<file path="src/core/cswk_pkg.sv">
// Package for the selective wake mode control block.
// Assumes one 200 MHz clock and plain control ports, no register bus.
package cswk_pkg;

	// ---------------------------------------------------------------
	// Clock and timing
	// ---------------------------------------------------------------
	localparam int CLK_MHZ = 200;
	// Bus silence time in microseconds, plain default
	localparam int SILENCE_US = 1000;
	localparam int SILENCE_CYCLES = SILENCE_US * CLK_MHZ;
	localparam int PIN_SYNC_STAGES = 3;

	// ---------------------------------------------------------------
	// Mode field layout and codes
	// ---------------------------------------------------------------
	localparam int MODE_W = 3;
	localparam int MODE_SWK_BIT = 2;
	localparam logic [2:0] MODE_OFF = 3'h0;
	localparam logic [2:0] MODE_WAKE = 3'h1;
	localparam logic [2:0] MODE_RX_ONLY = 3'h2;
	localparam logic [2:0] MODE_NORMAL = 3'h3;
	localparam logic [2:0] MODE_OFF_ALT = 3'h4;
	localparam logic [2:0] MODE_SWK = 3'h5;
	localparam logic [2:0] MODE_SWK_RX = 3'h6;
	localparam logic [2:0] MODE_SWK_NORMAL = 3'h7;
	localparam logic [2:0] MODE_RESET = 3'h0;

	// ---------------------------------------------------------------
	// Device operating modes, driven by the device mode logic
	// ---------------------------------------------------------------
	typedef enum logic [3:0] {
		CSWK_DEV_NORMAL = 4'h1,
		CSWK_DEV_STOP = 4'h2,
		CSWK_DEV_SLEEP = 4'h4,
		CSWK_DEV_RESTART = 4'h8
	} cswk_dev_mode_t;

	// ---------------------------------------------------------------
	// Selective wake detection states
	// ---------------------------------------------------------------
	typedef enum logic [4:0] {
		CSWK_ST_IDLE = 5'h01,
		CSWK_ST_FRAME_DET = 5'h02,
		CSWK_ST_PAT_DET1 = 5'h04,
		CSWK_ST_PAT_DET2 = 5'h08,
		CSWK_ST_WOKEN = 5'h10
	} cswk_state_t;

	// ---------------------------------------------------------------
	// Host write strobes, one-cycle pulses
	// ---------------------------------------------------------------
	typedef struct packed {
		logic mode_wr;
		logic [2:0] mode_data;
		logic cfg_valid_set;
		logic cfg_reg_wr;
		logic ctrl_reg_wr;
		logic swk_config_error_flag_clr;
		logic timeout_clr;
	} cswk_host_t;

	// ---------------------------------------------------------------
	// Events from the frame decoder and error counter, pulses
	// ---------------------------------------------------------------
	typedef struct packed {
		logic valid_frame;
		logic protocol_error;
		logic wake_frame;
		logic wake_pattern;
		logic count_overflow;
	} cswk_bus_evt_t;

endpackage

</file>
<file path="src/core/cswk_mode_ctrl.sv">
// Selective wake mode control: mode field, config check, status flags.
// Assumes the decoder, error counter and device mode logic share ref_clk;
// only the bus receive pin arrives asynchronously.
//
// Overview of operation
// - Config error flag sets on configuration error and on error counter overflow.
// - Config error flag sets only while mode field top bit is one.
// - Interrupt pulse low whenever config error flag sets, unless bus group masked.
// - Config error flag zero after reset; host may clear it.
// - Enabling selective wake runs check: pass clears flag, fail sets it.
// - Normal mode config register writes drop config-valid; Stop and Sleep refuse them.
// - Restart drops config-valid; sets error flag unless woken by wake frame.
// - Error flag clear refused while top mode bit set and config-valid zero.
// - Writes only to the wake control register keep config-valid.
// - Timeout flag sets on silence expiry in frame or second pattern detection.
// - Each timeout event interrupts in Stop or Normal when enabled.
// - A timeout never requests a wake from Sleep.
// - Silence flag sets on silence expiry, clears on wake pattern.
// - Sync flag sets on valid frame, clears on protocol error, limited states.
// - Low-power entry with selective wake allowed while sync flag is zero.
// - Wake active flag set on correct enable or after error; cleared on wake.
// - Mode field writes ignored in Stop and Sleep; host programs it in Normal.
// - Mode codes decode to off, wake, receive-only, normal, and wake variants.
// - Normal with selective wake transmits, monitors, wake interrupt, receive line kept.
// - Receive-only with selective wake forwards data, never transmits.
// - Mode read returns programmed mode in Normal.
// - Stop with error flag set runs wake modes without frame detection.
// - Error counter overflow disables selective wake, wakes, sets error flag.
`timescale 1ns/100ps
`default_nettype none

module cswk_mode_ctrl #(
	parameter int SILENCE_CYCLES = cswk_pkg::SILENCE_CYCLES
) (
	input wire logic ref_clk,
	input wire logic rstn,
	input wire cswk_pkg::cswk_dev_mode_t dev_mode,
	input wire cswk_pkg::cswk_host_t host,
	input wire cswk_pkg::cswk_bus_evt_t bus_evt,
	input wire logic restart_by_wake_frame,
	input wire logic bus_status_irq_mask,
	input wire logic bus_timeout_irq_enable,
	input wire logic bus_rx_pin,
	output logic [2:0] mode_rd_ff,
	output logic swk_config_error_flag_ff,
	output logic config_valid_bit_ff,
	output logic bus_timeout_flag_ff,
	output logic bus_silence_flag_ff,
	output logic frame_sync_flag_ff,
	output logic wake_active_flag_ff,
	output logic interrupt_out_low_ff,
	output logic wake_req_ff,
	output logic frame_det_en_ff,
	output logic tx_en_ff,
	output logic rx_fwd_en_ff,
	output cswk_pkg::cswk_state_t swk_state_ff
);

	localparam int CNT_W = $clog2(SILENCE_CYCLES + 1);

	// ---------------------------------------------------------------
	// Declarations
	// ---------------------------------------------------------------
	logic [cswk_pkg::PIN_SYNC_STAGES-1:0] rx_sync_ff;
	logic rx_level_ff;
	logic bus_activity;
	logic [CNT_W-1:0] silence_cnt_ff;
	logic silence_expire;
	logic silence_run;
	logic in_normal;
	logic in_stop;
	logic in_low_power;
	logic mode_write_ok;
	logic [2:0] nxt_mode;
	logic swk_sel;
	logic nxt_swk_sel;
	logic swk_enable_evt;
	logic cfg_wr_normal;
	logic restart_entry;
	cswk_pkg::cswk_dev_mode_t dev_mode_ff;
	logic swk_config_error_flag_set;
	logic swk_config_error_flag_clr_ok;
	logic frame_wake;
	logic pattern_wake;
	logic timeout_evt;
	cswk_pkg::cswk_state_t nxt_state;

	// ---------------------------------------------------------------
	// Bus pin synchroniser and activity detect
	// ---------------------------------------------------------------
	always_ff @(posedge ref_clk) begin
		if (!rstn) begin
			rx_sync_ff <= '1;
		end else begin
			rx_sync_ff <= {rx_sync_ff[cswk_pkg::PIN_SYNC_STAGES-2:0], bus_rx_pin};
		end
	end

	// Level accepted once second and third stage agree
	always_ff @(posedge ref_clk) begin
		if (!rstn) begin
			rx_level_ff <= 1'b1;
		end else if (rx_sync_ff[1] == rx_sync_ff[2]) begin
			rx_level_ff <= rx_sync_ff[2];
		end
	end

	assign bus_activity = (rx_sync_ff[1] == rx_sync_ff[2]) && (rx_sync_ff[2] != rx_level_ff);

	// ---------------------------------------------------------------
	// Mode decode helpers
	// ---------------------------------------------------------------
	assign in_normal = (dev_mode == cswk_pkg::CSWK_DEV_NORMAL);
	assign in_stop = (dev_mode == cswk_pkg::CSWK_DEV_STOP);
	assign in_low_power = in_stop || (dev_mode == cswk_pkg::CSWK_DEV_SLEEP);
	assign restart_entry = (dev_mode == cswk_pkg::CSWK_DEV_RESTART)
		&& (dev_mode_ff != cswk_pkg::CSWK_DEV_RESTART);
	assign mode_write_ok = host.mode_wr && !in_low_power;
	assign nxt_mode = mode_write_ok ? host.mode_data : mode_rd_ff;
	// wake modes are 101, 110, 111
	assign swk_sel = mode_rd_ff[cswk_pkg::MODE_SWK_BIT] && (mode_rd_ff[1:0] != 2'h0);
	assign nxt_swk_sel = nxt_mode[cswk_pkg::MODE_SWK_BIT] && (nxt_mode[1:0] != 2'h0);
	// check on each write that selects a new wake mode, or any wake mode once woken
	assign swk_enable_evt = mode_write_ok && nxt_swk_sel
		&& ((nxt_mode != mode_rd_ff) || (swk_state_ff == cswk_pkg::CSWK_ST_WOKEN));
	// config writes only count in Normal
	assign cfg_wr_normal = host.cfg_reg_wr && in_normal;

	// ---------------------------------------------------------------
	// Wake and timeout events
	// ---------------------------------------------------------------
	assign frame_wake = (swk_state_ff == cswk_pkg::CSWK_ST_FRAME_DET) && bus_evt.wake_frame;
	assign pattern_wake = (swk_state_ff == cswk_pkg::CSWK_ST_PAT_DET2) && bus_evt.wake_pattern;
	assign silence_run = (swk_state_ff == cswk_pkg::CSWK_ST_FRAME_DET)
		|| (swk_state_ff == cswk_pkg::CSWK_ST_PAT_DET2);
	assign timeout_evt = silence_run && silence_expire;

	// ---------------------------------------------------------------
	// Silence timer
	// ---------------------------------------------------------------
	// counted silence time
	always_ff @(posedge ref_clk) begin
		if (!rstn) begin
			silence_cnt_ff <= '0;
		end else if (!silence_run || bus_activity || silence_expire) begin
			silence_cnt_ff <= '0;
		end else begin
			silence_cnt_ff <= silence_cnt_ff + 1'b1;
		end
	end

	assign silence_expire = (silence_cnt_ff == CNT_W'(SILENCE_CYCLES - 1));

	// ---------------------------------------------------------------
	// Mode field and device mode history
	// ---------------------------------------------------------------
	// stored field is the programmed mode
	always_ff @(posedge ref_clk) begin
		if (!rstn) begin
			mode_rd_ff <= cswk_pkg::MODE_RESET;
		end else begin
			mode_rd_ff <= nxt_mode;
		end
	end

	always_ff @(posedge ref_clk) begin
		if (!rstn) begin
			dev_mode_ff <= cswk_pkg::CSWK_DEV_NORMAL;
		end else begin
			dev_mode_ff <= dev_mode;
		end
	end

	// ---------------------------------------------------------------
	// Config-valid bit
	// ---------------------------------------------------------------
	always_ff @(posedge ref_clk) begin
		if (!rstn) begin
			config_valid_bit_ff <= 1'b0;
		end else if (restart_entry) begin
			config_valid_bit_ff <= 1'b0;
		end else if (cfg_wr_normal) begin
			config_valid_bit_ff <= 1'b0;
		end else if (host.cfg_valid_set && !in_low_power) begin
			config_valid_bit_ff <= 1'b1;
		end
	end

	// ---------------------------------------------------------------
	// Config error flag
	// ---------------------------------------------------------------
	// config error or overflow
	always_comb begin
		swk_config_error_flag_set = 1'b0;
		if (mode_rd_ff[cswk_pkg::MODE_SWK_BIT]) begin
			if (bus_evt.count_overflow && (swk_state_ff == cswk_pkg::CSWK_ST_FRAME_DET)) begin
				swk_config_error_flag_set = 1'b1;
			end
			if (cfg_wr_normal && swk_sel) begin
				swk_config_error_flag_set = 1'b1;
			end
			// restart not caused by wake frame
			if (restart_entry && swk_sel && !restart_by_wake_frame) begin
				swk_config_error_flag_set = 1'b1;
			end
		end
		if (swk_enable_evt && !config_valid_bit_ff) begin
			swk_config_error_flag_set = 1'b1;
		end
	end

	assign swk_config_error_flag_clr_ok = host.swk_config_error_flag_clr
		&& !(mode_rd_ff[cswk_pkg::MODE_SWK_BIT] && !config_valid_bit_ff);

	always_ff @(posedge ref_clk) begin
		if (!rstn) begin
			swk_config_error_flag_ff <= 1'b0;
		end else if (swk_config_error_flag_set) begin
			swk_config_error_flag_ff <= 1'b1;
		end else if (swk_enable_evt && config_valid_bit_ff) begin
			swk_config_error_flag_ff <= 1'b0;
		end else if (swk_config_error_flag_clr_ok) begin
			swk_config_error_flag_ff <= 1'b0;
		end
	end

	// ---------------------------------------------------------------
	// Detection state machine
	// ---------------------------------------------------------------
	always_comb begin
		nxt_state = swk_state_ff;
		unique case (swk_state_ff)
			cswk_pkg::CSWK_ST_IDLE: begin
				nxt_state = cswk_pkg::CSWK_ST_IDLE;
			end
			cswk_pkg::CSWK_ST_FRAME_DET: begin
				if (frame_wake || bus_evt.count_overflow) begin
					nxt_state = cswk_pkg::CSWK_ST_WOKEN;
				end else if (silence_expire) begin
					nxt_state = cswk_pkg::CSWK_ST_PAT_DET1;
				end
			end
			cswk_pkg::CSWK_ST_PAT_DET1: begin
				if (bus_evt.wake_pattern) begin
					nxt_state = cswk_pkg::CSWK_ST_FRAME_DET;
				end
			end
			cswk_pkg::CSWK_ST_PAT_DET2: begin
				if (pattern_wake) begin
					nxt_state = cswk_pkg::CSWK_ST_WOKEN;
				end
			end
			cswk_pkg::CSWK_ST_WOKEN: begin
				nxt_state = cswk_pkg::CSWK_ST_WOKEN;
			end
		endcase
		if (!nxt_swk_sel) begin
			nxt_state = cswk_pkg::CSWK_ST_IDLE;
		end else if (swk_enable_evt) begin
			nxt_state = config_valid_bit_ff ? cswk_pkg::CSWK_ST_FRAME_DET
				: cswk_pkg::CSWK_ST_PAT_DET2;
		end else if (swk_config_error_flag_set && (swk_state_ff != cswk_pkg::CSWK_ST_WOKEN)
				&& (nxt_state != cswk_pkg::CSWK_ST_WOKEN)) begin
			nxt_state = cswk_pkg::CSWK_ST_PAT_DET2;
		end
	end

	always_ff @(posedge ref_clk) begin
		if (!rstn) begin
			swk_state_ff <= cswk_pkg::CSWK_ST_IDLE;
		end else begin
			swk_state_ff <= nxt_state;
		end
	end

	// ---------------------------------------------------------------
	// Timeout and silence flags
	// ---------------------------------------------------------------
	always_ff @(posedge ref_clk) begin
		if (!rstn) begin
			bus_timeout_flag_ff <= 1'b0;
		end else if (timeout_evt) begin
			bus_timeout_flag_ff <= 1'b1;
		end else if (host.timeout_clr) begin
			bus_timeout_flag_ff <= 1'b0;
		end
	end

	always_ff @(posedge ref_clk) begin
		if (!rstn) begin
			bus_silence_flag_ff <= 1'b0;
		end else if (timeout_evt) begin
			bus_silence_flag_ff <= 1'b1;
		end else if (bus_evt.wake_pattern) begin
			bus_silence_flag_ff <= 1'b0;
		end
	end

	// ---------------------------------------------------------------
	// Sync flag
	// ---------------------------------------------------------------
	always_ff @(posedge ref_clk) begin
		if (!rstn) begin
			frame_sync_flag_ff <= 1'b0;
		end else if (bus_evt.valid_frame && (mode_rd_ff[1]
				|| (swk_state_ff == cswk_pkg::CSWK_ST_FRAME_DET))) begin
			frame_sync_flag_ff <= 1'b1;
		end else if (bus_evt.protocol_error) begin
			frame_sync_flag_ff <= 1'b0;
		end
	end

	// ---------------------------------------------------------------
	// Wake active flag
	// ---------------------------------------------------------------
	always_ff @(posedge ref_clk) begin
		if (!rstn) begin
			wake_active_flag_ff <= 1'b0;
		end else if (!nxt_mode[cswk_pkg::MODE_SWK_BIT]
				|| (nxt_state == cswk_pkg::CSWK_ST_WOKEN)) begin
			// cleared on wake or top bit low
			wake_active_flag_ff <= 1'b0;
		end else if ((nxt_state != swk_state_ff) && (nxt_state != cswk_pkg::CSWK_ST_IDLE)) begin
			// set on correct enable or error
			wake_active_flag_ff <= 1'b1;
		end
	end

	// ---------------------------------------------------------------
	// Interrupt and wake request
	// ---------------------------------------------------------------
	always_ff @(posedge ref_clk) begin
		if (!rstn) begin
			interrupt_out_low_ff <= 1'b1;
		end else begin
			interrupt_out_low_ff <= 1'b1;
			if (swk_config_error_flag_set && !bus_status_irq_mask) begin
				interrupt_out_low_ff <= 1'b0;
			end
			if (timeout_evt && bus_timeout_irq_enable && (in_normal || in_stop)) begin
				interrupt_out_low_ff <= 1'b0;
			end
			if ((frame_wake || pattern_wake) && (in_normal || in_stop)) begin
				interrupt_out_low_ff <= 1'b0;
			end
		end
	end

	always_ff @(posedge ref_clk) begin
		if (!rstn) begin
			wake_req_ff <= 1'b0;
		end else begin
			wake_req_ff <= (frame_wake || pattern_wake
				|| (bus_evt.count_overflow && (swk_state_ff == cswk_pkg::CSWK_ST_FRAME_DET)))
				&& (dev_mode == cswk_pkg::CSWK_DEV_SLEEP);
		end
	end

	// ---------------------------------------------------------------
	// Transceiver enables
	// ---------------------------------------------------------------
	// error flag masks frame detection in Stop
	// entry not gated by sync flag
	always_ff @(posedge ref_clk) begin
		if (!rstn) begin
			frame_det_en_ff <= 1'b0;
		end else begin
			frame_det_en_ff <= swk_sel && !swk_config_error_flag_ff
				&& (swk_state_ff == cswk_pkg::CSWK_ST_FRAME_DET);
		end
	end

	always_ff @(posedge ref_clk) begin
		if (!rstn) begin
			tx_en_ff <= 1'b0;
			rx_fwd_en_ff <= 1'b0;
		end else begin
			tx_en_ff <= (mode_rd_ff[1:0] == 2'h3) && !(dev_mode == cswk_pkg::CSWK_DEV_SLEEP);
			rx_fwd_en_ff <= mode_rd_ff[1] && !(dev_mode == cswk_pkg::CSWK_DEV_SLEEP);
		end
	end

endmodule

`default_nettype wire

</file>
<file path="config.mk">
export PLATFORM = sky130hd
export DESIGN_NAME = cswk_mode_ctrl
export DESIGN_NICKNAME = d
export VERILOG_FILES = /design/src/core/cswk_pkg.sv /design/src/core/cswk_mode_ctrl.sv
export SDC_FILE = /design/constraint.sdc
export NUM_CORES = 1
export LEC_CHECK = 0
export BUFFER_PORTS_ARGS = -buffer_cell sky130_fd_sc_hd__buf_2
export CAP_MARGIN = 0
export CORE_ASPECT_RATIO = 1.25
export CORE_MARGIN = 2
export CORE_UTILIZATION = 49
export CTS_CLUSTER_SIZE = 25
export DETAILED_ROUTE_END_ITERATION = 8
export GPL_TIMING_DRIVEN = 0
export PLACE_DENSITY = 0.72
export SLEW_MARGIN = 20
export SYNTH_ARGS = -nofsm -noshare
export SYNTH_HDL_FRONTEND = slang
export SYNTH_SLANG_ARGS = --single-unit
</file>
<file path="constraint.sdc">
create_clock -name ref_clk -period 2.4 [get_ports ref_clk]
set_input_delay 0.6 -clock ref_clk [delete_from_list [all_inputs] [get_ports ref_clk]]
set_output_delay 0.6 -clock ref_clk [all_outputs]
set_load 0.01 [all_outputs]
</file>
==> results summary <==
The startpoint identified for the worst hold timing path is rx_sync_ff[0]. The setup slack after layout came out at about 110 ps. The number of rows in the core area is 27. The filler cell count in the final layout is just under 400. The critical path endpoint category is a flop. The area growth from synthesis to layout came out at 18.0%. Summed over all nets, the half-perimeter wirelength after detailed placement is roughly 3700 microns. The global-route wire length before repair came out at 8110 microns. The worst flop-to-flop path startpoint is swk_state_ff[4]. The clock buffer count from CTS came out at 5.

The proportion of register bits with asynchronous set or reset after synthesis came out at 0. The fraction of final layout cells sized beyond drive strength 1 came out at 0.224. Summed over all instances, the cell type with the most area after synthesis is sky130_fd_sc_hd__dfxtp_1. The power per unit of standard cell area is 534 nW/um^2. The fraction of synthesized cell area taken by the top area cell type is 0.408. The setup skew after layout is approximately 5.3 ps.

In the synthesized netlist, the cells that appear most often are 45 x sky130_fd_sc_hd__dfxtp_1, 41 x sky130_fd_sc_hd__nor2_1, 15 x sky130_fd_sc_hd__xor2_1. The number of sinks driven by the clock tree came out at 45. The clock root buffer master is sky130_fd_sc_hd__clkbuf_8. The final sum of negative setup slack came out at 0 ps. Setup repair after global routing left no endpoint under its margin. The transition at the pin with the smallest max-transition slack is 645 ps. The initial antenna violation count is 0. The register clock-pin slew on the reported worst setup and hold paths came out at about 90 ps.

The kind of start point of the critical path is a primary input. The residual DRC count is 0. The source-to-sink clock delay at the later pin of the worst-skew pair came out at about 300 ps. The post-synthesis sequential area ratio is 0.408. The total number of H-tree levels is 2. The length in cells of the worst reg-to-reg path came out at 7. The most common cell in the synthesized netlist is sky130_fd_sc_hd__dfxtp_1. The I/O pin count is between 40 and 50. The number of I/O port buffers is 39. Timing analysis after detailed placement gives a worst setup slack of -229 ps.

Synthesis inferred 45 register bits. Of the available clock period, the critical path in the final layout requires 0.955. The largest net degree at the start of global routing came out at 17. The average size of a mapped cell is slightly below 9 sq um. The reg-to-reg setup timing slack came out at around 190 ps.

The overall fraction of global-route tracks in use is 0.202. The area of the core region came out at about 4400 sq um. The warning count from the yosys run is 0. The worst register-to-register path ends at wake_active_flag_ff. The worst path required time is about 2600 ps. The first-pass iteration count of the detailed router is 5.

The clock tree buffer depth came out at 2. The count of vias placed by the detailed router is approximately 2000. The worst hold path terminates at rx_sync_ff[1]. By area the synthesized netlist is led by sky130_fd_sc_hd__dfxtp_1 41%, sky130_fd_sc_hd__nor2_1 7.0%, sky130_fd_sc_hd__xor2_1 6.0%. The first routing iteration left 65 violations. The final-report setup violation count came out at 0.

In the synthesized netlist the dominant register cell turns out to be sky130_fd_sc_hd__dfxtp_1. The peak clock frequency supported by timing came out at 436 MHz. The critical-path maximum fanout came out at 7. The count of inserted antenna diode cells came out at 0. The net count of the mapped netlist is 279.

The die covers 5060 sq um. Hold timing on the final database bottoms out at a slack of ~420 ps. The worst setup path is of the primary input to flop kind. The run finished with clean final reports. In this run the tightest slew margin relative to its limit is 0.564. In the final layout, the multi-input gates occupy 1230 sq um. The number of pins with negative max-slew slack in the final report came out at 0.

The number of nets in the finished design is 327. The clock tree from TritonCTS is built. Max-cap violations in this run came to 0. The worst hold path depth is 1. The vertical die dimension came out at 79.0 microns. The final routed wirelength across all metal layers came out at a little under 5000 microns. The number of hold buffers added after CTS was 0. The average wire per cell in the routed design came out at around 14 microns. Global routing finished with a remaining overflow of 0. The worst-case IR drop observed on VDD is approximately 530 uV. After layout, the design draws a total of 1390 uW. The number of standard cells after synthesis is approximately 250. The horizontal die dimension came out at roughly 64 microns. The number of different library cells in the post-synthesis netlist is 52.

The number of enable flip-flop cells after synthesis is 0. The remaining antenna violation count after routing is 0. The starting utilization of the core area came out at 0.506.

The shortest period the worst path allows is around 2300 ps. The hold violation total from the final report is 0. The congestion estimate from routability-driven global placement came to 0.911. The area of the mapped netlist came out at ~2200 sq um. The static leakage is about 0.0010 uW. The data arrival time of the worst path came out at 2490 ps. In the final layout, flip-flops and latches occupy 902 sq um.

The worst min-delay path class is flop to flop. The detailed-route vias per instance is roughly 5.4. The number of global-route vias before repair came out at 1848.
[placed cells by master, fill, tap and decap left out, types with 6 or more instances in the layout]
cell type	instances
sky130_fd_sc_hd__nand2_1	11
sky130_fd_sc_hd__and2_1	7
sky130_fd_sc_hd__buf_2	43
sky130_fd_sc_hd__dfxtp_1	44
sky130_fd_sc_hd__and3_1	6
sky130_fd_sc_hd__nand3_1	7
sky130_fd_sc_hd__nor3_1	7
sky130_fd_sc_hd__xor2_1	15
sky130_fd_sc_hd__o21ai_0	11
sky130_fd_sc_hd__xnor2_1	8
sky130_fd_sc_hd__a21oi_1	12
sky130_fd_sc_hd__inv_1	9
sky130_fd_sc_hd__nor2_1	41
[worst max path at each step]
stage	to	slack [ps]	from	cells after the start
after floorplan	wake_active_flag_ff	-50	dev_mode[0]	8
after CTS	silence_cnt_ff[3]	100	swk_state_ff[3]	6
after global placement	wake_active_flag_ff	-220	dev_mode[2]	8
after global routing	wake_active_flag_ff	40	dev_mode[2]	8
after detailed placement	wake_active_flag_ff	-230	dev_mode[2]	8
final	wake_active_flag_ff	110	dev_mode[2]	8
[stage by stage]
step | instances | area (sq um) | utilization
after floorplan | 254 | 2210 | -
after global placement | 351 | 2470 | 0.568
after detailed placement | 351 | 2470 | 0.568
after CTS | 359 | 2570 | 0.589
after global routing | 361 | 2600 | 0.597
final | 361 | 2600 | 0.597
[critical path: stages]
cell and delay, ps:
sky130_fd_sc_hd__buf_2 140, sky130_fd_sc_hd__or4b_4 560, sky130_fd_sc_hd__nor4_4 240, sky130_fd_sc_hd__o31ai_2 130
sky130_fd_sc_hd__o21ai_4 200, sky130_fd_sc_hd__and4bb_1 260, sky130_fd_sc_hd__xor2_1 150, sky130_fd_sc_hd__o221a_1 220
[flip-flops by register name, summed over array words and instances, names as in the netlist]
register	flops
silence_cnt_ff	18
swk_state_ff	5
dev_mode_ff	4
mode_rd_ff	3
rx_sync_ff	3
bus_silence_flag_ff	1
bus_timeout_flag_ff	1
config_valid_bit_ff	1
frame_det_en_ff	1
frame_sync_flag_ff	1
interrupt_out_low_ff	1
rx_fwd_en_ff	1
rx_level_ff	1
swk_config_error_flag_ff	1
tx_en_ff	1
wake_active_flag_ff	1
wake_req_ff	1
[routing by layer]
layer / routed length, microns / GRT usage / vias to the layer above / part of all wire
li1: - / - / 991 / -
met1: 2110 / 0.220 / 928 / 0.43
met2: 2550 / 0.377 / 29 / 0.52
met3: 169 / 0.0482 / 9 / 0.034
met4: 80 / 0.0674 / 0 / 0.016
met5: 0 / 0 / - / 0
[logic make-up after synthesis]
| family | Yosys count | share of synthesized area |
|---|---|---|
| flops | 45 | 0.408 |
| xor+xnor | 23 | 0.0913 |
| compound gates | 47 | 0.152 |
| fa+ha+maj | 1 | 0.00567 |
| mux | 3 | 0.0136 |
| buf+inv | 20 | 0.0414 |
| simple gates | 115 | 0.288 |
[cell type report]
| cell class | instances | share of cell area |
|---|---|---|
| Tap cell | 58 | 0.0279 |
| Buffer | 11 | 0.0221 |
| Clock buffer | 5 | 0.0264 |
| Clock inverter | 3 | 0.00961 |
| Sequential cell | 45 | 0.346 |
| Inverter | 9 | 0.0130 |
| Timing Repair Buffer | 41 | 0.0807 |
| Multi-Input combinational cell | 189 | 0.474 |
[power by group]
part | total [uW] | internal (uW) | leakage, uW | switching (uW)
Clock | 496 | 212 | 0.0000452 | 284
Sequential | 771 | 760 | 0.000365 | 11.2
Combinational | 124 | 54.4 | 0.000601 | 70.0
Total | 1390 | 1030 | 0.00101 | 365
[what timing repair did]
| item | 4_1_cts | 5_1_grt |
|---|---|---|
| endpoints found under the hold margin | 0 | 0 |
| endpoints found under the setup margin | 0 | 11 |
| resized for setup | 0 | 4 |
| buffers inserted | 0 | 2 |
(Power assumes the default switching activity.)
